[config.mk]
export PLATFORM = sky130hd
export DESIGN_NAME = cmb_memory_bus
export DESIGN_NICKNAME = d
export VERILOG_FILES = /design/src/rtl/cmb_pkg.sv /design/src/rtl/cmb_memory_bus.sv /design/src/rtl/cmb_bus_cycle.sv
export SDC_FILE = /design/constraint.sdc
export NUM_CORES = 1
export LEC_CHECK = 0
export BUFFER_PORTS_ARGS = -buffer_cell sky130_fd_sc_hd__buf_4
export CORE_ASPECT_RATIO = 1.25
export CORE_MARGIN = 1.5
export CORE_UTILIZATION = 35
export CTS_CLUSTER_SIZE = 25
export DETAILED_ROUTE_END_ITERATION = 16
export GPL_ROUTABILITY_DRIVEN = 0
export PLACE_DENSITY = 0.67
export SETUP_SLACK_MARGIN = 0.3
export SLEW_MARGIN = 20
export SYNTH_ARGS = -nofsm -noshare
export SYNTH_HDL_FRONTEND = slang
export SYNTH_HIERARCHICAL = 1
export SYNTH_SLANG_ARGS = --single-unit
[constraint.sdc]
create_clock -name ref_clk -period 3.45 [get_ports ref_clk]
set_clock_uncertainty 0.2 [all_clocks]
set_input_delay 0 -clock ref_clk [delete_from_list [all_inputs] [get_ports ref_clk]]
set_output_delay 0 -clock ref_clk [all_outputs]
set_load 0.1 [all_outputs]
[src/rtl/cmb_pkg.sv]
/*
 * Package for the processor memory bus cycle engine: vector addresses,
 * phase encoding, machine cycle states and bus widths.
 * Assumes a single clock domain; one clock edge per bus phase.
 */
package cmb_pkg;

    // ********************************************************
    // Bus widths
    // ********************************************************
    localparam int CMB_ADDR_W = 15;
    localparam int CMB_DATA_W = 16;

    // ********************************************************
    // Dedicated vector byte addresses
    // ********************************************************
    localparam logic [15:0] CMB_RESET_VEC = 16'h0000;
    localparam logic [15:0] CMB_INT_VEC_BASE = 16'h0000;
    localparam logic [15:0] CMB_INT_VEC_LAST = 16'h003E;
    localparam logic [15:0] CMB_XOP_VEC_BASE = 16'h0040;
    localparam logic [15:0] CMB_XOP_VEC_LAST = 16'h007E;
    localparam logic [15:0] CMB_LOAD_VEC = 16'hFFFC;
    localparam logic [3:0] CMB_INT_LEVEL_MAX = 4'hF;
    localparam logic [15:0] CMB_WORD_STEP = 16'h0002;

    // ********************************************************
    // Workspace register offsets for the context save
    // ********************************************************
    localparam logic [15:0] CMB_R13_OFS = 16'h001A;
    localparam logic [15:0] CMB_R14_OFS = 16'h001C;
    localparam logic [15:0] CMB_R15_OFS = 16'h001E;

    // ********************************************************
    // Clock phases and machine cycle states
    // ********************************************************
    localparam int CMB_PHASES = 4;
    localparam logic [1:0] CMB_PH1 = 2'h0;
    localparam logic [1:0] CMB_PH2 = 2'h1;
    localparam logic [1:0] CMB_PH3 = 2'h2;
    localparam logic [1:0] CMB_PH4 = 2'h3;

    typedef enum logic [1:0] {
        CMB_IDLE,
        CMB_CLK1,
        CMB_WAIT,
        CMB_CLK2
    } cmb_cyc_t;

    // Context switch sequencer
    typedef enum logic [2:0] {
        CMB_SEQ_IDLE,
        CMB_SEQ_WP,
        CMB_SEQ_ST,
        CMB_SEQ_PC,
        CMB_SEQ_WPS,
        CMB_SEQ_NPC
    } cmb_seq_t;

    // Vector source
    typedef enum logic [1:0] {
        CMB_SRC_RESET,
        CMB_SRC_INT,
        CMB_SRC_XOP,
        CMB_SRC_LOAD
    } cmb_src_t;

endpackage

[src/rtl/cmb_memory_bus.sv]
/*
 * Processor memory bus front end: vector address generation, reset,
 * load, interrupt and trap context switches, and the general access port.
 * Assumes the core keeps acc_req high until acc_done, and that external
 * glue forms READY from wait_ind and the slow region select.
 */
module cmb_memory_bus
    import cmb_pkg::*;
(
    // Clock and reset
    input  wire logic                  ref_clk,
    input  wire logic                  reset,
    // Context switch requests
    input  wire logic                  restart_req_n,
    input  wire logic                  int_req,
    input  wire logic [3:0]            int_level,
    input  wire logic                  xop_req,
    input  wire logic [3:0]            xop_num,
    input  wire logic [15:0]           status_word,
    input  wire logic [15:0]           cur_program_counter,
    input  wire logic [15:0]           cur_workspace,
    output logic                       switch_done,
    output logic [15:0]                new_workspace,
    output logic [15:0]                new_program_counter,
    // General access port
    input  wire logic                  acc_req,
    input  wire logic                  acc_write,
    input  wire logic [15:0]           acc_addr,
    input  wire logic [15:0]           acc_wdata,
    output logic                       acc_done,
    output logic [15:0]                acc_rdata,
    // Memory bus pins
    input  wire logic                  ready,
    output logic                       mem_cycle_strobe_n,
    output logic                       bus_input_direction,
    output logic                       write_strobe_n,
    output logic                       wait_ind,
    output logic [CMB_ADDR_W-1:0]      address_lines,
    output logic [15:0]                data_lines_o,
    output logic                       data_lines_oe_n,
    input  wire logic [15:0]           data_lines_i
);

    // ********************************************************
    // Pin synchronisers
    // ********************************************************
    // READY is built by glue from our own registered pins on ref_clk,
    logic [1:0]  ld_s_q;
    logic [15:0] din_s1_q;
    logic [15:0] din_s2_q;

    // Two stage capture of asynchronous pins
    always_ff @(posedge ref_clk) begin
        if (reset) begin
            // so it is same-domain and must reach phase one without delay
            ld_s_q   <= 2'h3;
            din_s1_q <= 16'h0000;
            din_s2_q <= 16'h0000;
        end else begin
            // Restart request and data pins cross in from outside
            ld_s_q   <= {ld_s_q[0], restart_req_n};
            din_s1_q <= data_lines_i;
            din_s2_q <= din_s1_q;
        end
    end

    // ********************************************************
    // Vector address arithmetic
    // ********************************************************

    // Byte address of the word pair for a source
    function automatic logic [15:0] cmb_vec_addr(input cmb_src_t src, input logic [3:0] idx);
        logic [15:0] a;
        a = 16'h0000;
        unique case (src)
            CMB_SRC_RESET: a = CMB_RESET_VEC;
            CMB_SRC_INT:   a = CMB_INT_VEC_BASE + {10'h000, idx, 2'h0};
            CMB_SRC_XOP:   a = CMB_XOP_VEC_BASE + {10'h000, idx, 2'h0};
            CMB_SRC_LOAD:  a = CMB_LOAD_VEC;
        endcase
        return a;
    endfunction

    // ********************************************************
    // Context switch sequencer
    // ********************************************************
    cmb_seq_t    seq_q;
    cmb_src_t    src_q;
    logic [3:0]  idx_q;
    logic [15:0] vec_q;
    logic [15:0] old_st_q;
    logic [15:0] old_pc_q;
    logic [15:0] old_wp_q;
    logic        rst_pend_q;
    logic        use_acc_q;

    // Cycle engine request mux
    logic        c_req;
    logic        c_wr;
    logic [15:0] c_addr;
    logic [15:0] c_wdata;
    logic        c_done;
    logic [15:0] c_rdata;

    // Choose what the engine runs this cycle
    always_comb begin
        c_req   = 1'b0;
        c_wr    = 1'b0;
        c_addr  = 16'h0000;
        c_wdata = 16'h0000;
        unique case (seq_q)
            CMB_SEQ_IDLE: begin
                c_req   = use_acc_q && acc_req;
                c_wr    = acc_write;
                c_addr  = acc_addr;
                c_wdata = acc_wdata;
            end
            CMB_SEQ_WP: begin
                c_req  = 1'b1;
                c_addr = vec_q;
            end
            CMB_SEQ_ST: begin
                c_req   = 1'b1;
                c_wr    = 1'b1;
                c_addr  = new_workspace + CMB_R15_OFS;
                c_wdata = old_st_q;
            end
            CMB_SEQ_PC: begin
                c_req   = 1'b1;
                c_wr    = 1'b1;
                c_addr  = new_workspace + CMB_R14_OFS;
                c_wdata = old_pc_q;
            end
            CMB_SEQ_WPS: begin
                c_req   = 1'b1;
                c_wr    = 1'b1;
                c_addr  = new_workspace + CMB_R13_OFS;
                c_wdata = old_wp_q;
            end
            CMB_SEQ_NPC: begin
                c_req  = 1'b1;
                c_addr = vec_q + CMB_WORD_STEP;
            end
            default: begin
                c_req = 1'b0;
            end
        endcase
    end

    // Start and step the context switch; reset has top priority
    always_ff @(posedge ref_clk) begin
        if (reset) begin
            seq_q       <= CMB_SEQ_IDLE;
            src_q       <= CMB_SRC_RESET;
            idx_q       <= 4'h0;
            vec_q       <= 16'h0000;
            old_st_q    <= 16'h0000;
            old_pc_q    <= 16'h0000;
            old_wp_q    <= 16'h0000;
            rst_pend_q  <= 1'b1;
            use_acc_q   <= 1'b0;
            switch_done <= 1'b0;
        end else begin
            switch_done <= 1'b0;
            if (seq_q == CMB_SEQ_IDLE && !use_acc_q) begin
                if (rst_pend_q) begin
                    rst_pend_q <= 1'b0;
                    src_q      <= CMB_SRC_RESET;
                    vec_q      <= cmb_vec_addr(CMB_SRC_RESET, 4'h0);
                    seq_q      <= CMB_SEQ_WP;
                end else if (!ld_s_q[1]) begin
                    src_q <= CMB_SRC_LOAD;
                    vec_q <= cmb_vec_addr(CMB_SRC_LOAD, 4'h0);
                    seq_q <= CMB_SEQ_WP;
                end else if (int_req && int_level != 4'h0) begin
                    src_q <= CMB_SRC_INT;
                    idx_q <= int_level;
                    vec_q <= cmb_vec_addr(CMB_SRC_INT, int_level);
                    seq_q <= CMB_SEQ_WP;
                end else if (xop_req) begin
                    src_q <= CMB_SRC_XOP;
                    idx_q <= xop_num;
                    vec_q <= cmb_vec_addr(CMB_SRC_XOP, xop_num);
                    seq_q <= CMB_SEQ_WP;
                end else if (acc_req) begin
                    use_acc_q <= 1'b1;
                end
                old_st_q <= status_word;
                old_pc_q <= cur_program_counter;
                old_wp_q <= cur_workspace;
            end else if (use_acc_q) begin
                if (c_done) begin
                    use_acc_q <= 1'b0;
                end
            end else if (c_done) begin
                unique case (seq_q)
                    CMB_SEQ_WP:  seq_q <= (src_q == CMB_SRC_RESET) ? CMB_SEQ_NPC : CMB_SEQ_ST;
                    CMB_SEQ_ST:  seq_q <= CMB_SEQ_PC;
                    CMB_SEQ_PC:  seq_q <= CMB_SEQ_WPS;
                    CMB_SEQ_WPS: seq_q <= CMB_SEQ_NPC;
                    default: begin
                        seq_q       <= CMB_SEQ_IDLE;
                        switch_done <= 1'b1;
                    end
                endcase
            end
        end
    end

    // Capture new pointer and counter from the vector reads
    always_ff @(posedge ref_clk) begin
        if (reset) begin
            new_workspace       <= 16'h0000;
            new_program_counter <= 16'h0000;
        end else if (c_done && !use_acc_q) begin
            if (seq_q == CMB_SEQ_WP) begin
                new_workspace <= c_rdata;
            end else if (seq_q == CMB_SEQ_NPC) begin
                new_program_counter <= c_rdata;
            end
        end
    end

    // Access port answer
    always_ff @(posedge ref_clk) begin
        if (reset) begin
            acc_done  <= 1'b0;
            acc_rdata <= 16'h0000;
        end else begin
            acc_done <= c_done && use_acc_q;
            if (c_done && use_acc_q) begin
                acc_rdata <= c_rdata;
            end
        end
    end

    // ********************************************************
    // Machine cycle engine
    // ********************************************************
    cmb_bus_cycle u_cycle (
        .ref_clk             (ref_clk),
        .reset               (reset),
        .req                 (c_req),
        .req_write           (c_wr),
        .req_addr            (c_addr),
        .req_wdata           (c_wdata),
        .done                (c_done),
        .rdata               (c_rdata),
        .ready_in            (ready),
        .mem_cycle_strobe_n  (mem_cycle_strobe_n),
        .bus_input_direction (bus_input_direction),
        .write_strobe_n      (write_strobe_n),
        .wait_ind            (wait_ind),
        .address_lines       (address_lines),
        .data_lines_o        (data_lines_o),
        .data_lines_oe_n     (data_lines_oe_n),
        .data_lines_i        (din_s2_q)
    );

endmodule

[src/rtl/cmb_bus_cycle.sv]
/*
 * Single memory machine cycle engine: four phase counter, strobes,
 * READY sampling, wait state insertion and the wait indicator.
 * Assumes the requester holds its request until done pulses, and that
 * ready_in is already synchronised to ref_clk.
 */
module cmb_bus_cycle
    import cmb_pkg::*;
(
    // Clock and reset
    input  wire logic                  ref_clk,
    input  wire logic                  reset,
    // Request side
    input  wire logic                  req,
    input  wire logic                  req_write,
    input  wire logic [15:0]           req_addr,
    input  wire logic [15:0]           req_wdata,
    output logic                       done,
    output logic [15:0]                rdata,
    // Bus pins
    input  wire logic                  ready_in,
    output logic                       mem_cycle_strobe_n,
    output logic                       bus_input_direction,
    output logic                       write_strobe_n,
    output logic                       wait_ind,
    output logic [cmb_pkg::CMB_ADDR_W-1:0] address_lines,
    output logic [15:0]                data_lines_o,
    output logic                       data_lines_oe_n,
    input  wire logic [15:0]           data_lines_i
);

    cmb_cyc_t   cyc_q;
    logic [1:0] ph_q;
    logic       turn_q;   // Extra clock after a read before any write
    logic       rdy_q;    // READY as last sampled on phase one

    // ********************************************************
    // Phase counter and cycle state
    // ********************************************************

    // Four phases per clock cycle; every state change lands on phase one
    always_ff @(posedge ref_clk) begin
        if (reset) begin
            ph_q <= CMB_PH1;
        end else begin
            ph_q <= ph_q + 2'h1;
        end
    end

    // Machine cycle sequencing with READY only looked at on phase one
    always_ff @(posedge ref_clk) begin
        if (reset) begin
            cyc_q <= CMB_IDLE;
        end else if (ph_q == CMB_PH4) begin
            unique case (cyc_q)
                CMB_IDLE: begin
                    if (req && !done && !(req_write && turn_q)) begin
                        cyc_q <= CMB_CLK1;
                    end
                end
                CMB_CLK1, CMB_WAIT: begin
                    cyc_q <= rdy_q ? CMB_CLK2 : CMB_WAIT;
                end
                CMB_CLK2: begin
                    cyc_q <= CMB_IDLE;
                end
            endcase
        end
    end

    // READY captured on phase one of clock cycle 1 and of each wait state
    always_ff @(posedge ref_clk) begin
        if (reset) begin
            rdy_q <= 1'b0;
        end else if (ph_q == CMB_PH1 && (cyc_q == CMB_CLK1 || cyc_q == CMB_WAIT)) begin
            rdy_q <= ready_in;
        end
    end

    // ********************************************************
    // Bus strobes, address and data
    // ********************************************************

    // Strobes and drivers follow the state; held unchanged in wait states
    always_ff @(posedge ref_clk) begin
        if (reset) begin
            mem_cycle_strobe_n  <= 1'b1;
            bus_input_direction <= 1'b0;
            write_strobe_n      <= 1'b1;
            address_lines       <= '0;
            data_lines_o        <= 16'h0000;
            data_lines_oe_n     <= 1'b1;
        end else if (ph_q == CMB_PH4 && cyc_q == CMB_IDLE && req && !done
                     && !(req_write && turn_q)) begin
            mem_cycle_strobe_n  <= 1'b0;
            bus_input_direction <= !req_write;
            address_lines       <= req_addr[15:1];
            data_lines_o        <= req_wdata;
            data_lines_oe_n     <= !req_write;
        end else if (ph_q == CMB_PH4 && cyc_q == CMB_CLK2) begin
            mem_cycle_strobe_n  <= 1'b1;
            bus_input_direction <= 1'b0;
            data_lines_oe_n     <= 1'b1;
        end
        // Write pulse: low from phase one of clock 1 to phase one of clock 2
        if (!reset) begin
            if (ph_q == CMB_PH4 && cyc_q == CMB_IDLE && req && req_write && !done && !turn_q) begin
                write_strobe_n <= 1'b0;
            end else if (ph_q == CMB_PH4 && (cyc_q == CMB_CLK1 || cyc_q == CMB_WAIT) && rdy_q) begin
                write_strobe_n <= 1'b1;
            end
        end
    end

    // Read data captured on phase one of clock cycle 2
    always_ff @(posedge ref_clk) begin
        if (reset) begin
            rdata <= 16'h0000;
            done  <= 1'b0;
        end else begin
            done <= (cyc_q == CMB_CLK2 && ph_q == CMB_PH4);
            if (cyc_q == CMB_CLK2 && ph_q == CMB_PH1 && bus_input_direction) begin
                rdata <= data_lines_i;
            end
        end
    end

    // Turnaround after a read: writes held off one more clock cycle
    always_ff @(posedge ref_clk) begin
        if (reset) begin
            turn_q <= 1'b0;
        end else if (ph_q == CMB_PH4) begin
            turn_q <= (cyc_q == CMB_CLK2 && bus_input_direction);
        end
    end

    // Wait indicator changes on phase three; rises in the clock whose READY was low
    always_ff @(posedge ref_clk) begin
        if (reset) begin
            wait_ind <= 1'b0;
        end else if (ph_q == CMB_PH2) begin
            wait_ind <= (cyc_q == CMB_CLK1 || cyc_q == CMB_WAIT) && !rdy_q;
        end
    end

endmodule

==> results of run 1 <==
-- layer usage --
| layer | wire (µm) | vias to the layer above |
|---|---|---|
| met5 | 15 | - |
| met4 | 1560 | 2 |
| met3 | 2090 | 96 |
| met2 | 13400 | 314 |
| met1 | 11100 | 3977 |
| li1 | - | 4177 |
-- sequential cells by signal, indices dropped and copies added (netlist names), 3 cells and up --
register               count
old_wp_q                  16
din_s2_q                  16
vec_q                      6
seq_q                      3
old_st_q                  16
new_workspace             16
u_cycle/address_lines     15
acc_rdata                 16
new_program_counter       16
old_pc_q                  16
u_cycle/rdata             16
u_cycle/data_lines_o      16
din_s1_q                  16
-- placed cells by master (no fill, tap or decap), types with 9 or more instances in the layout --
master           n
nand3_1         10
dfxtp_1        202
o22ai_1          9
buf_4          213
dlygate4sd3_1  147
nand2_1        254
nor2b_1         42
a22oi_1         21
mux2i_1         41
nor3_1          14
inv_1           17
nor2_1          66
nand2b_1        12
a21oi_1        134
o21ai_0         26
clkbuf_16       23
-- final cells by class --
| cell class | instances | area [µm²] | area share |
|---|---|---|---|
| antenna | 3 | 7.51 | 0.000601 |
| clock buffer | 30 | 642 | 0.0514 |
| clock inverter | 7 | 51.3 | 0.00411 |
| inverter | 17 | 63.8 | 0.00511 |
| multi-input combinational | 747 | 4160 | 0.333 |
| sequential | 203 | 4070 | 0.326 |
| tap | 330 | 413 | 0.0331 |
| timing repair buffer | 361 | 3080 | 0.247 |
-- worst min path at each step --
| stage | from | slack [ns] | to | cells past startpoint |
|---|---|---|---|---|
| 2_1_floorplan | restart_req_n | -0.1 | ld_s_q[0] | 1 |
| 3_3_place_gp | restart_req_n | -0.007 | ld_s_q[0] | 2 |
| 3_5_place_dp | restart_req_n | -0.001 | ld_s_q[0] | 2 |
| 4_1_cts | acc_wdata[0] | 0.01 | u_cycle/data_lines_o[0] | 7 |
| 5_1_grt | acc_wdata[11] | 0.03 | u_cycle/data_lines_o[11] | 7 |
| 6_report | acc_wdata[13] | -0.007 | u_cycle/data_lines_o[13] | 7 |
-- worst register-to-register path, stage by stage, from the launching register on --
cell	delay, ns
dfxtp_1	0.31
buf_4	0.25
nor4_4	0.41
o211ai_1	0.22
a221oi_1	0.28
dlygate4sd3_1	0.59
nor3_1	0.04
dlygate4sd3_1	0.56
-- where the power goes --
part	internal, mW	leakage (nW)	switching (mW)	total (mW)
Combinational	0.346	3.10	0.372	0.717
Clock	1.30	0.336	0.953	2.26
Sequential	2.43	1.66	0.0484	2.48
Total	4.08	5.09	1.37	5.45
-- repair_timing --
action / CTS / global route
hold buffers: 147 / 0
setup endpoints to repair: 0 / 3
setup buffers: 0 / 2
hold endpoints to repair: 155 / 0
==> impl_results.html, run 1 <==
<table>
<tr><th>Metric</th><th>Value</th></tr>
<tr><th colspan="2">Outcome</th></tr>
<tr><td>Status</td><td>finished with violations</td></tr>
<tr><td>Violated checks</td><td>hold timing</td></tr>
<tr><th colspan="2">Timing</th></tr>
<tr><td>Peak clock frequency supported by timing</td><td>0.336 GHz</td></tr>
<tr><td>Number of max-slew violations in the final report</td><td>0</td></tr>
<tr><td>Measured slew at the worst slew-check pin</td><td>0.921 ns</td></tr>
<tr><td>RSZ-0062 raised after global routing</td><td>no</td></tr>
<tr><td>Normalized max-slew margin</td><td>0.384</td></tr>
<tr><td>Count of final setup violators</td><td>0</td></tr>
<tr><td>Summed negative setup slack over all endpoints</td><td>0 ns</td></tr>
<tr><td>Final clock period utilization by the worst path</td><td>0.863</td></tr>
<tr><td>Final Hold Slack</td><td>-0.00663 ns</td></tr>
<tr><td>Minimum clock period after layout</td><td>2.98 ns</td></tr>
<tr><td>Minimum setup slack in the final design</td><td>0.474 ns</td></tr>
<tr><td>Final count of hold timing violations</td><td>2</td></tr>
<tr><th colspan="2">Floorplan</th></tr>
<tr><td>Number of ports placed on the die boundary</td><td>198</td></tr>
<tr><td>Core area</td><td>24300 µm²</td></tr>
<tr><td>Standard-cell rows</td><td>64</td></tr>
<tr><td>Area of the die</td><td>25700 µm²</td></tr>
<tr><td>Initial cell density of the core</td><td>0.355</td></tr>
<tr><td>DIE WIDTH</td><td>144 µm</td></tr>
<tr><td>Vertical die dimension</td><td>179 µm</td></tr>
<tr><th colspan="2">Synthesis</th></tr>
<tr><td>Mean Syn Cell Area</td><td>8.29 µm²</td></tr>
<tr><td>Number of warnings reported in the yosys synthesis log</td><td>6</td></tr>
<tr><td>Combined area of all synthesized cells</td><td>8640 µm²</td></tr>
<tr><td>Synthesized net count</td><td>1162</td></tr>
<tr><td>Post-Synthesis Cells</td><td>1042</td></tr>
<tr><th colspan="2">Cells and area</th></tr>
<tr><td>Layout area overhead</td><td>44.5%</td></tr>
<tr><td>Net count, final</td><td>1472</td></tr>
<tr><td>Post-route non-filler standard cell count</td><td>1698</td></tr>
<tr><td>Finished Core Util</td><td>0.513</td></tr>
<tr><td>Final standard cell area without fillers</td><td>12500 µm²</td></tr>
<tr><td>Filler cell count in the final layout</td><td>2240</td></tr>
<tr><td>Fraction of final layout cells sized beyond drive strength 1</td><td>0.200</td></tr>
<tr><th colspan="2">Clocking</th></tr>
<tr><td>Clock transition at the registers of the reported paths</td><td>0.06 ns</td></tr>
<tr><td>Number of resized instances in the post-cts repair step</td><td>0</td></tr>
<tr><td>CTS tree</td><td>yes</td></tr>
<tr><td>Max Root-Sink Buffers</td><td>3</td></tr>
<tr><td>Clock Sinks</td><td>203</td></tr>
<tr><td>Clock H-tree levels</td><td>1</td></tr>
<tr><td>Clock root buffer</td><td>clkbuf_16</td></tr>
<tr><td>Number of buffers inserted during clock tree synthesis</td><td>22</td></tr>
<tr><td>Clock latency reported for the late side of the worst-skew pair</td><td>0.51 ns</td></tr>
<tr><th colspan="2">Global route</th></tr>
<tr><td>Routing usage on met2</td><td>0.368</td></tr>
<tr><td>All-Layer GR Usage</td><td>0.214</td></tr>
<tr><td>Most used routing layer</td><td>met2</td></tr>
<tr><td>Aggregate global routing overflow</td><td>0</td></tr>
<tr><td>Global-route wire length before repair</td><td>43300 µm</td></tr>
<tr><td>Pin count of the biggest net entering global routing</td><td>111</td></tr>
<tr><td>Met1 track demand over resource in global routing</td><td>0.241</td></tr>
<tr><td>Met3 track demand over resource</td><td>0.0545</td></tr>
<tr><td>Number of global-route vias before repair</td><td>8368</td></tr>
<tr><td>Number of antenna violations at the first check in global routing</td><td>4</td></tr>
<tr><th colspan="2">Worst setup path</th></tr>
<tr><td>Worst-case register-to-register setup slack</td><td>0.47 ns</td></tr>
<tr><td>Sort of element at the start of the critical path</td><td>flip-flop</td></tr>
<tr><td>Family with the most delay on the worst path</td><td>buffers and inverters</td></tr>
<tr><td>Instance count on the critical path</td><td>7</td></tr>
<tr><td>Maximum fanout along the worst path</td><td>33</td></tr>
<tr><td>Worst setup endpoint</td><td>vec_q[2]</td></tr>
<tr><td>Slowest-stage cell, CP</td><td>dlygate4sd3_1</td></tr>
<tr><td>Crit path required time</td><td>3.64 ns</td></tr>
<tr><td>Setup crit end kind</td><td>flip-flop</td></tr>
<tr><td>Type of the worst setup path</td><td>reg -&gt; reg</td></tr>
<tr><td>Most numerous cell on the critical path</td><td>dlygate4sd3_1</td></tr>
<tr><td>Series of cell instances along the critical path</td><td>buf_4, nor4_4, o211ai_1, a221oi_1, dlygate4sd3_1, nor3_1, dlygate4sd3_1</td></tr>
<tr><td>Crit-path max cell delay</td><td>0.59 ns</td></tr>
<tr><td>Critical Path AT</td><td>3.16 ns</td></tr>
<tr><td>CP startpoint</td><td>seq_q[2]</td></tr>
<tr><td>Endpoint of the worst-slack reg-to-reg timing path</td><td>vec_q[2]</td></tr>
<tr><td>Crit path buf inv count</td><td>3</td></tr>
<tr><td>Length in cells of the worst reg-to-reg path</td><td>7</td></tr>
<tr><td>R2R Path Start</td><td>seq_q[2]</td></tr>
<tr><th colspan="2">Placed design</th></tr>
<tr><td>Placed cell area</td><td>10300 µm²</td></tr>
<tr><td>Number of I/O port buffers</td><td>196</td></tr>
<tr><td>Placed cell count</td><td>1509</td></tr>
<tr><td>Worst setup timing slack at the placement stage</td><td>0.650 ns</td></tr>
<tr><td>Hpwl dp</td><td>17700 µm</td></tr>
<tr><th colspan="2">Detailed routing</th></tr>
<tr><td>Wire length reported by the detailed router</td><td>28100 µm</td></tr>
<tr><td>Per-cell routed wire length</td><td>16.6 µm</td></tr>
<tr><td>Post-route ant nets</td><td>0</td></tr>
<tr><td>Number of vias per cell</td><td>5.04</td></tr>
<tr><td>Vias after detailed routing</td><td>8566</td></tr>
<tr><td>Number of DRC markers in iteration 0</td><td>477</td></tr>
<tr><td>Number of search-and-repair iterations in the first detailed-routing pass</td><td>6</td></tr>
<tr><td>Detailed-route DRC error count</td><td>0</td></tr>
<tr><th colspan="2">Power and ir drop</th></tr>
<tr><td>Total power of the final layout</td><td>5.45 mW</td></tr>
<tr><td>Total power density per cell area</td><td>437 nW/µm²</td></tr>
<tr><td>Leak Pwr</td><td>5.09 nW</td></tr>
<tr><td>Worst vdd ir</td><td>0.000305 V</td></tr>
<tr><th colspan="2">Worst hold path</th></tr>
<tr><td>Kind of path behind the tightest hold check</td><td>in -&gt; reg</td></tr>
<tr><th colspan="2">Run</th></tr>
<tr><td>Max-cap violations</td><td>0</td></tr>
</table>
No activity file was read; power rests on OpenSTA's default activity.
==> inputs of run 2 (changes only) <==
--- a/config.mk
+++ b/config.mk
@@ -17,5 +17,4 @@
 export SLEW_MARGIN = 20
 export SYNTH_ARGS = -nofsm -noshare
 export SYNTH_HDL_FRONTEND = slang
-export SYNTH_HIERARCHICAL = 1
 export SYNTH_SLANG_ARGS = --single-unit
==> run 2 against run 1 <==
  * The flow still finishes with violations (hold timing)
  * Synthesized cell count is 4.7% lower
  * Core utilization decreased by 0.71 points
  * Register-to-register slack better by 0.03 ns
  * Combinational power is 12% higher
  * Setup slack better by 0.028 ns
  * Clock power grew 9.7%
  * Critical path type unchanged
  * Critical path depth stayed put
  * Cell area is 4.5% lower
  * Via count is 6.8% lower
  * Worst hold slack better by 0.0013 ns
  * Cell count fell by 7.1%
  * Synthesized area is 3.4% lower
==> impl_results.html, run 2 <==
<table>
<tr><th>Metric</th><th>Value</th></tr>
<tr><th colspan="2">Synthesis</th></tr>
<tr><td>Post-synthesis sequential area ratio</td><td>0.487</td></tr>
<tr><td>Synth async-reset ratio</td><td>0</td></tr>
<tr><td>EDFF count, synth</td><td>0</td></tr>
<tr><td>Post-Synthesis Cells</td><td>993</td></tr>
<tr><td>Most common cell in the netlist</td><td>nand2_1</td></tr>
<tr><td>Number of warnings reported in the yosys synthesis log</td><td>0</td></tr>
<tr><td>Share of Yosys cell area claimed by the top area cell type</td><td>0.487</td></tr>
<tr><td>Synthesized net count</td><td>1113</td></tr>
<tr><td>Cell types with the highest counts after synthesis</td><td>nand2_1, dfxtp_1, a21oi_1, nor2_1, clkbuf_1</td></tr>
<tr><td>Count of state elements after synthesis</td><td>203</td></tr>
<tr><td>Library cells used by synthesis</td><td>63</td></tr>
<tr><td>Mean Syn Cell Area</td><td>8.41 µm²</td></tr>
<tr><td>Combined area of all synthesized cells</td><td>8350 µm²</td></tr>
<tr><td>Primary flip-flop cell chosen by synthesis mapping</td><td>dfxtp_1</td></tr>
<tr><td>Leading post-synthesis cells by cell area</td><td>dfxtp_1, nand2_1, a21oi_1, nor2b_1, nor2_1</td></tr>
<tr><td>Cell type with the largest total area after synthesis</td><td>dfxtp_1</td></tr>
<tr><th colspan="2">Floorplan</th></tr>
<tr><td>DIE WIDTH</td><td>141 µm</td></tr>
<tr><td>Number of ports placed on the die boundary</td><td>198</td></tr>
<tr><td>Standard-cell rows</td><td>63</td></tr>
<tr><td>Area of the die</td><td>24800 µm²</td></tr>
<tr><td>Initial cell density of the core</td><td>0.354</td></tr>
<tr><td>Core area</td><td>23600 µm²</td></tr>
<tr><td>Vertical die dimension</td><td>176 µm</td></tr>
<tr><th colspan="2">Cells and area</th></tr>
<tr><td>Ant. Diodes</td><td>0</td></tr>
<tr><td>Most frequent cells in the layout</td><td>nand2_1, buf_4, dfxtp_1, a21oi_1, dlygate4sd3_1</td></tr>
<tr><td>Leading cell type in the layout, fill and taps excluded</td><td>nand2_1</td></tr>
<tr><td>Net count, final</td><td>1391</td></tr>
<tr><td>Fraction of final layout cells sized beyond drive strength 1</td><td>0.206</td></tr>
<tr><td>Layout area overhead</td><td>42.8%</td></tr>
<tr><th colspan="2">Power and ir drop</th></tr>
<tr><td>Leak Pwr</td><td>4.76 nW</td></tr>
<tr><td>Total power density per cell area</td><td>486 nW/µm²</td></tr>
<tr><td>Switching pwr</td><td>1.46 mW</td></tr>
<tr><td>Part of the power in registers</td><td>0.434</td></tr>
<tr><td>Share of total power in combinational logic</td><td>0.138</td></tr>
<tr><td>Internal power component</td><td>4.34 mW</td></tr>
<tr><td>Total power of the final layout</td><td>5.80 mW</td></tr>
<tr><td>Proportion of power drawn by the clock network</td><td>0.428</td></tr>
<tr><td>Worst vdd ir</td><td>0.000325 V</td></tr>
<tr><td>Net switching share of the total power</td><td>0.251</td></tr>
<tr><th colspan="2">Worst setup path</th></tr>
<tr><td>Maximum fanout along the worst path</td><td>44</td></tr>
<tr><td>Type of the worst setup path</td><td>reg -&gt; reg</td></tr>
<tr><td>Sort of element at the start of the critical path</td><td>flip-flop</td></tr>
<tr><td>Worst-case register-to-register setup slack</td><td>0.50 ns</td></tr>
<tr><td>Crit path required time</td><td>3.60 ns</td></tr>
<tr><td>Critical Path AT</td><td>3.10 ns</td></tr>
<tr><td>Length in cells of the worst reg-to-reg path</td><td>7</td></tr>
<tr><td>Setup crit end kind</td><td>flip-flop</td></tr>
<tr><td>Worst setup endpoint</td><td>vec_q[6]</td></tr>
<tr><td>CP startpoint</td><td>seq_q[0]</td></tr>
<tr><td>Endpoint of the worst-slack reg-to-reg timing path</td><td>vec_q[6]</td></tr>
<tr><td>R2R Path Start</td><td>seq_q[0]</td></tr>
<tr><th colspan="2">Detailed routing</th></tr>
<tr><td>Vias after detailed routing</td><td>7986</td></tr>
<tr><td>Number of DRC markers in iteration 0</td><td>296</td></tr>
<tr><td>Number of vias per cell</td><td>5.06</td></tr>
<tr><td>Wire length reported by the detailed router</td><td>25400 µm</td></tr>
<tr><td>Per-cell routed wire length</td><td>16.1 µm</td></tr>
<tr><td>Number of search-and-repair iterations in the first detailed-routing pass</td><td>4</td></tr>
<tr><td>Post-route ant nets</td><td>0</td></tr>
<tr><td>Detailed-route DRC error count</td><td>0</td></tr>
<tr><th colspan="2">Placed design</th></tr>
<tr><td>Hpwl dp</td><td>16300 µm</td></tr>
<tr><td>Number of I/O port buffers</td><td>196</td></tr>
<tr><th colspan="2">Timing</th></tr>
<tr><td>Minimum clock period after layout</td><td>2.95 ns</td></tr>
<tr><td>Measured slew at the worst slew-check pin</td><td>0.921 ns</td></tr>
<tr><td>RSZ-0062 raised after global routing</td><td>no</td></tr>
<tr><td>Summed negative setup slack over all endpoints</td><td>0 ns</td></tr>
<tr><td>Normalized max-slew margin</td><td>0.386</td></tr>
<tr><td>Final Hold Slack</td><td>-0.00534 ns</td></tr>
<tr><td>Number of max-slew violations in the final report</td><td>0</td></tr>
<tr><td>Peak clock frequency supported by timing</td><td>0.339 GHz</td></tr>
<tr><td>Final clock period utilization by the worst path</td><td>0.854</td></tr>
<tr><td>Final count of hold timing violations</td><td>1</td></tr>
<tr><td>Count of final setup violators</td><td>0</td></tr>
<tr><th colspan="2">Global route</th></tr>
<tr><td>Routing usage on met2</td><td>0.360</td></tr>
<tr><td>Met3 track demand over resource</td><td>0.0398</td></tr>
<tr><td>Most used routing layer</td><td>met2</td></tr>
<tr><td>Number of antenna violations at the first check in global routing</td><td>0</td></tr>
<tr><td>Number of global-route vias before repair</td><td>8010</td></tr>
<tr><td>All-Layer GR Usage</td><td>0.202</td></tr>
<tr><td>Aggregate global routing overflow</td><td>0</td></tr>
<tr><td>Global-route wire length before repair</td><td>40300 µm</td></tr>
<tr><td>Pin count of the biggest net entering global routing</td><td>91</td></tr>
<tr><td>Met1 track demand over resource in global routing</td><td>0.232</td></tr>
<tr><th colspan="2">Clocking</th></tr>
<tr><td>Clock transition at the registers of the reported paths</td><td>0.06 ns</td></tr>
<tr><td>Number of buffers inserted during clock tree synthesis</td><td>22</td></tr>
<tr><td>Post-CTS Setup Inserts</td><td>0</td></tr>
<tr><td>Clock root buffer</td><td>clkbuf_16</td></tr>
<tr><td>Clock Sinks</td><td>203</td></tr>
<tr><td>Clock H-tree levels</td><td>1</td></tr>
<tr><td>Clock latency reported for the late side of the worst-skew pair</td><td>0.50 ns</td></tr>
<tr><td>CTS tree</td><td>yes</td></tr>
<tr><td>Max Root-Sink Buffers</td><td>3</td></tr>
<tr><th colspan="2">Worst hold path</th></tr>
<tr><td>Kind of path behind the tightest hold check</td><td>in -&gt; reg</td></tr>
<tr><th colspan="2">Run</th></tr>
<tr><td>Max-cap violations</td><td>0</td></tr>
<tr><th colspan="2">Outcome</th></tr>
<tr><td>Violated checks</td><td>hold timing</td></tr>
<tr><td>Status</td><td>finished with violations</td></tr>
</table>
## run 2: power groups by stage
stage / clock network, mW / logic [mW] / registers, mW
after global routing: 2.62 / 0.874 / 2.52
after detailed placement: 0 / 0.684 / 2.56
after CTS: 2.54 / 0.798 / 2.51
after floorplan: 0 / 0.354 / 2.66
after global placement: 0 / 0.674 / 2.56
final: 2.48 / 0.802 / 2.51
## run 2: layout make-up
type | instances | area [µm²]
fill | 2151 | 11600
sequential | 203 | 4070
multi-input combinational | 702 | 3910
timing repair buffer | 327 | 2750
clock buffer | 32 | 659
tap | 292 | 365
clock inverter | 6 | 115
inverter | 15 | 56.3
## run 2: metrics by stage
| step | instance area (µm²) | setup slack, ns | util | hold WS (ns) | std cells |
|---|---|---|---|---|---|
| final | 11900 | 0.502 | 0.506 | -0.00534 | 1577 |
| after global routing | 11900 | 0.371 | 0.506 | 0.0523 | 1577 |
| after CTS | 11900 | 0.430 | 0.506 | 0.00433 | 1577 |
| after detailed placement | 10000 | 0.782 | 0.424 | -0.00471 | 1425 |
| after global placement | 10000 | 0.800 | 0.424 | -0.00670 | 1425 |
| after floorplan | 8350 | 0.481 | - | -0.0962 | 993 |
## run 2: timing repair
action | 4_1_cts | 5_1_grt
hold endpoints to repair | 114 | 0
resized for setup | 0 | 1
setup endpoints to repair | 0 | 1
hold buffers | 114 | 0
## run 2: worst min path at each step
stage | endpoint | depth (start not counted) | startpoint | slack, ns
floorplan | ld_s_q[0] | 1 | restart_req_n | -0.1
global placement | ld_s_q[0] | 2 | restart_req_n | -0.007
detailed placement | ld_s_q[0] | 2 | restart_req_n | -0.005
CTS | u_cycle.address_lines[3] | 6 | acc_addr[4] | 0.004
global route | ld_s_q[0] | 3 | restart_req_n | 0.05
finish | u_cycle.address_lines[3] | 6 | acc_addr[4] | -0.005
## run 2: critical path, cell delays in order, from the launching register on
cell and delay [ns]:
dfxtp_1 0.32, buf_4 0.28, or2_2 0.38, or3_2 0.49, a31oi_4 0.21, dlygate4sd3_1 0.67
mux2i_1 0.20, nor2_1 0.05
## run 2: cell families (layout without fill, tap and decap cells)
group / count (synthesis) / in the layout / synth area share
fa+ha+maj: 8 / 8 / 0.0129
buf+inv: 88 / 380 / 0.0465
simple gates: 395 / 395 / 0.206
mux: 20 / 20 / 0.0241
flops: 203 / 203 / 0.487
compound gates: 263 / 263 / 0.206
xor+xnor: 16 / 16 / 0.0177
## run 2: routing by layer
metal  vias to the layer above  part of all wire
li1                       3978                 -
met1                      3680              0.40
met2                       264              0.49
met3                        64             0.064
met4                         0             0.041
met5                         -                 0
==> inputs of run 3 (changes only) <==
==> constraint.sdc (replaced) <==
create_clock -name ref_clk -period 3.03 [get_ports ref_clk]
set_clock_uncertainty 0.2 [all_clocks]
set_input_delay 0 -clock ref_clk [delete_from_list [all_inputs] [get_ports ref_clk]]
set_output_delay 0 -clock ref_clk [all_outputs]
set_load 0.1 [all_outputs]
==> run 3 against run 2 <==
  * The run now ends clean
  * Total power increased by 16%
  * Core utilization is 0.33 points higher
  * Cell count increased by 0.25%
  * First-iteration DRC count rose by 47%
  * Count of clock-buffer cells in the layout shrank 4
  * Sequential share of layout area decreased by 0.20 points
  * Highest routed layer unchanged
==> impl_results.html, run 3 (synthesized netlist as in run 2, its figures left out) <==
<table>
<tr><th>Metric</th><th>Value</th></tr>
<tr><th colspan="2">Power and ir drop</th></tr>
<tr><td>Internal power component</td><td>5.03 mW</td></tr>
<tr><td>Worst vdd ir</td><td>0.000354 V</td></tr>
<tr><td>Share of total power in combinational logic</td><td>0.137</td></tr>
<tr><td>Proportion of power drawn by the clock network</td><td>0.437</td></tr>
<tr><td>Switching pwr</td><td>1.69 mW</td></tr>
<tr><td>Part of the power in registers</td><td>0.426</td></tr>
<tr><td>Leak Pwr</td><td>4.80 nW</td></tr>
<tr><td>Net switching share of the total power</td><td>0.252</td></tr>
<tr><td>Total power density per cell area</td><td>560 nW/µm²</td></tr>
<tr><th colspan="2">Floorplan</th></tr>
<tr><td>DIE WIDTH</td><td>141 µm</td></tr>
<tr><td>Initial cell density of the core</td><td>0.354</td></tr>
<tr><td>Standard-cell rows</td><td>63</td></tr>
<tr><td>Area of the die</td><td>24800 µm²</td></tr>
<tr><td>Vertical die dimension</td><td>176 µm</td></tr>
<tr><td>Number of ports placed on the die boundary</td><td>198</td></tr>
<tr><td>Core area</td><td>23600 µm²</td></tr>
<tr><th colspan="2">Detailed routing</th></tr>
<tr><td>Post-route ant nets</td><td>0</td></tr>
<tr><td>Total length of routed met2 wires</td><td>12400 µm</td></tr>
<tr><td>Per-cell routed wire length</td><td>16.2 µm</td></tr>
<tr><td>Wire length reported by the detailed router</td><td>25600 µm</td></tr>
<tr><td>Metal1 wirelength</td><td>10600 µm</td></tr>
<tr><td>Detailed-route DRC error count</td><td>0</td></tr>
<tr><td>Number of vias per cell</td><td>5.10</td></tr>
<tr><td>Number of DRC markers in iteration 0</td><td>434</td></tr>
<tr><td>Number of search-and-repair iterations in the first detailed-routing pass</td><td>5</td></tr>
<tr><td>Vias after detailed routing</td><td>8057</td></tr>
<tr><td>Sum of met3 wire segment lengths after detailed routing</td><td>1660 µm</td></tr>
<tr><td>Max layer used</td><td>met4</td></tr>
<tr><th colspan="2">Worst setup path</th></tr>
<tr><td>R2R Path Start</td><td>seq_q[1]</td></tr>
<tr><td>Setup crit end kind</td><td>flip-flop</td></tr>
<tr><td>Maximum fanout along the worst path</td><td>51</td></tr>
<tr><td>Worst-case register-to-register setup slack</td><td>0.42 ns</td></tr>
<tr><td>CP startpoint</td><td>seq_q[1]</td></tr>
<tr><td>Series of cell instances along the critical path</td><td>buf_6, or2_2, or3_2, o21ai_0, a21oi_1, dlygate4sd3_1</td></tr>
<tr><td>Critical Path AT</td><td>2.80 ns</td></tr>
<tr><td>Endpoint of the worst-slack reg-to-reg timing path</td><td>src_q[0]</td></tr>
<tr><td>Type of the worst setup path</td><td>reg -&gt; reg</td></tr>
<tr><td>Family with the most delay on the worst path</td><td>buffers and inverters</td></tr>
<tr><td>Crit-path max cell delay</td><td>0.61 ns</td></tr>
<tr><td>Crit path required time</td><td>3.22 ns</td></tr>
<tr><td>Length in cells of the worst reg-to-reg path</td><td>6</td></tr>
<tr><td>Slowest-stage cell, CP</td><td>dlygate4sd3_1</td></tr>
<tr><td>Crit path buf inv count</td><td>2</td></tr>
<tr><td>Sort of element at the start of the critical path</td><td>flip-flop</td></tr>
<tr><th colspan="2">Global route</th></tr>
<tr><td>Global-route wire length before repair</td><td>40200 µm</td></tr>
<tr><td>Number of global-route vias before repair</td><td>7915</td></tr>
<tr><td>All-Layer GR Usage</td><td>0.200</td></tr>
<tr><td>Aggregate global routing overflow</td><td>0</td></tr>
<tr><td>Pin count of the biggest net entering global routing</td><td>93</td></tr>
<tr><td>Number of antenna violations at the first check in global routing</td><td>0</td></tr>
<tr><th colspan="2">Clocking</th></tr>
<tr><td>Max Root-Sink Buffers</td><td>3</td></tr>
<tr><td>Clock transition at the registers of the reported paths</td><td>0.06 ns</td></tr>
<tr><td>Number of buffers inserted during clock tree synthesis</td><td>22</td></tr>
<tr><td>CTS tree</td><td>yes</td></tr>
<tr><td>Clock H-tree levels</td><td>1</td></tr>
<tr><td>Clock Sinks</td><td>203</td></tr>
<tr><td>Clock latency reported for the late side of the worst-skew pair</td><td>0.50 ns</td></tr>
<tr><td>Clock root buffer</td><td>clkbuf_16</td></tr>
<tr><th colspan="2">Cells and area</th></tr>
<tr><td>Ant. Diodes</td><td>0</td></tr>
<tr><td>Fraction of final layout cells sized beyond drive strength 1</td><td>0.216</td></tr>
<tr><td>Post-route non-filler standard cell count</td><td>1581</td></tr>
<tr><td>Finished Core Util</td><td>0.509</td></tr>
<tr><td>Net count, final</td><td>1394</td></tr>
<tr><td>Layout area overhead</td><td>43.8%</td></tr>
<tr><td>Leading cell type in the layout, fill and taps excluded</td><td>nand2_1</td></tr>
<tr><td>Most frequent cells in the layout</td><td>nand2_1, buf_4, dfxtp_1, a21oi_1, dlygate4sd3_1</td></tr>
<tr><td>Filler cell count in the final layout</td><td>2150</td></tr>
<tr><th colspan="2">Timing</th></tr>
<tr><td>Normalized max-slew margin</td><td>0.359</td></tr>
<tr><td>Final count of hold timing violations</td><td>0</td></tr>
<tr><td>Peak clock frequency supported by timing</td><td>0.383 GHz</td></tr>
<tr><td>Number of max-slew violations in the final report</td><td>0</td></tr>
<tr><td>Summed negative setup slack over all endpoints</td><td>0 ns</td></tr>
<tr><td>Minimum clock period after layout</td><td>2.61 ns</td></tr>
<tr><td>Count of final setup violators</td><td>0</td></tr>
<tr><td>RSZ-0062 raised after global routing</td><td>yes</td></tr>
<tr><td>Measured slew at the worst slew-check pin</td><td>0.961 ns</td></tr>
<tr><td>Final clock period utilization by the worst path</td><td>0.862</td></tr>
<tr><th colspan="2">Worst hold path</th></tr>
<tr><td>Kind of path behind the tightest hold check</td><td>in -&gt; reg</td></tr>
<tr><td>Hold path start</td><td>restart_req_n</td></tr>
<tr><td>Terminating pin of the worst hold path</td><td>ld_s_q[0]</td></tr>
<tr><td>Min-Delay Path Depth</td><td>3</td></tr>
<tr><th colspan="2">Run</th></tr>
<tr><td>Max-cap violations</td><td>0</td></tr>
<tr><th colspan="2">Placed design</th></tr>
<tr><td>Number of I/O port buffers</td><td>196</td></tr>
<tr><td>Hpwl dp</td><td>16200 µm</td></tr>
<tr><td>Placed cell count</td><td>1429</td></tr>
<tr><th colspan="2">Outcome</th></tr>
<tr><td>Status</td><td>complete, no violations</td></tr>
</table>
run 3: changes by cell type in the layout (fill, tap and decap cells not counted), sizes merged:
cell / delta
buf: +5
bufinv: +1
clkbuf: -4
clkinv: +3
dlygate4sd3: -2
inv: +1
run 3: worst reg2reg max path, delay by kind of cell, from the launching register on:
family | cells | cell delay (ns)
AOI/OAI and AO/OA | 2 | 0.27
and+or+nand+nor | 2 | 0.84
DFF | 1 | 0.32
buffers and inverters | 2 | 0.87
run 3: per-stage QoR:
step           hold slack [ns]  instance area, µm²  power, mW  setup WS [ns]
2_1_floorplan          -0.0962                8350       3.43          0.320
3_3_place_gp          -0.00718               10100       3.69          0.462
3_5_place_dp          -0.00785               10100       3.70          0.424
4_1_cts                 0.0144               12000       6.76          0.349
5_1_grt                 0.0341               12000       6.96          0.296
6_report                0.0281               12000       6.72          0.419
run 3: worst max-delay path by stage:
| stage | end | cells after the start |
|---|---|---|
| finish | src_q[0] | 6 |
| floorplan | u_cycle.address_lines[9] | 10 |
| global route | src_q[0] | 6 |
| CTS | src_q[0] | 6 |
| global placement | u_cycle.address_lines[9] | 9 |
| detailed placement | u_cycle.address_lines[14] | 8 |
run 3: layout make-up:
type                    instances  area [µm²]  area share
flip-flops and latches        203        4070       0.339
multi-input cells             702        3920       0.327
repair buffers                330        2780       0.232
clock buffers                  28         644      0.0537
well taps                     292         365      0.0304
clock inverters                11         161      0.0135
inverters                      15        56.3     0.00469
run 3: power by group through the flow:
stage | clock network, mW | logic [mW] | registers, mW
3_5_place_dp | 0 | 0.785 | 2.92
3_3_place_gp | 0 | 0.777 | 2.91
6_report | 2.94 | 0.919 | 2.86
4_1_cts | 3.00 | 0.907 | 2.86
5_1_grt | 3.10 | 0.993 | 2.87
2_1_floorplan | 0 | 0.404 | 3.02
run 3: timing repair:
action | CTS | global route
endpoints found under the setup margin | 0 | 8
hold endpoints to repair | 114 | 0
resized for setup | 0 | 3
hold buffers | 112 | 0
setup buffers | 0 | 1
run 3: metal layers:
layer  vias up  global-route usage
li1       3982                   -
met1      3711               0.237
met2       296               0.357
met3        68              0.0352
met4         0              0.0764
met5         -                   0
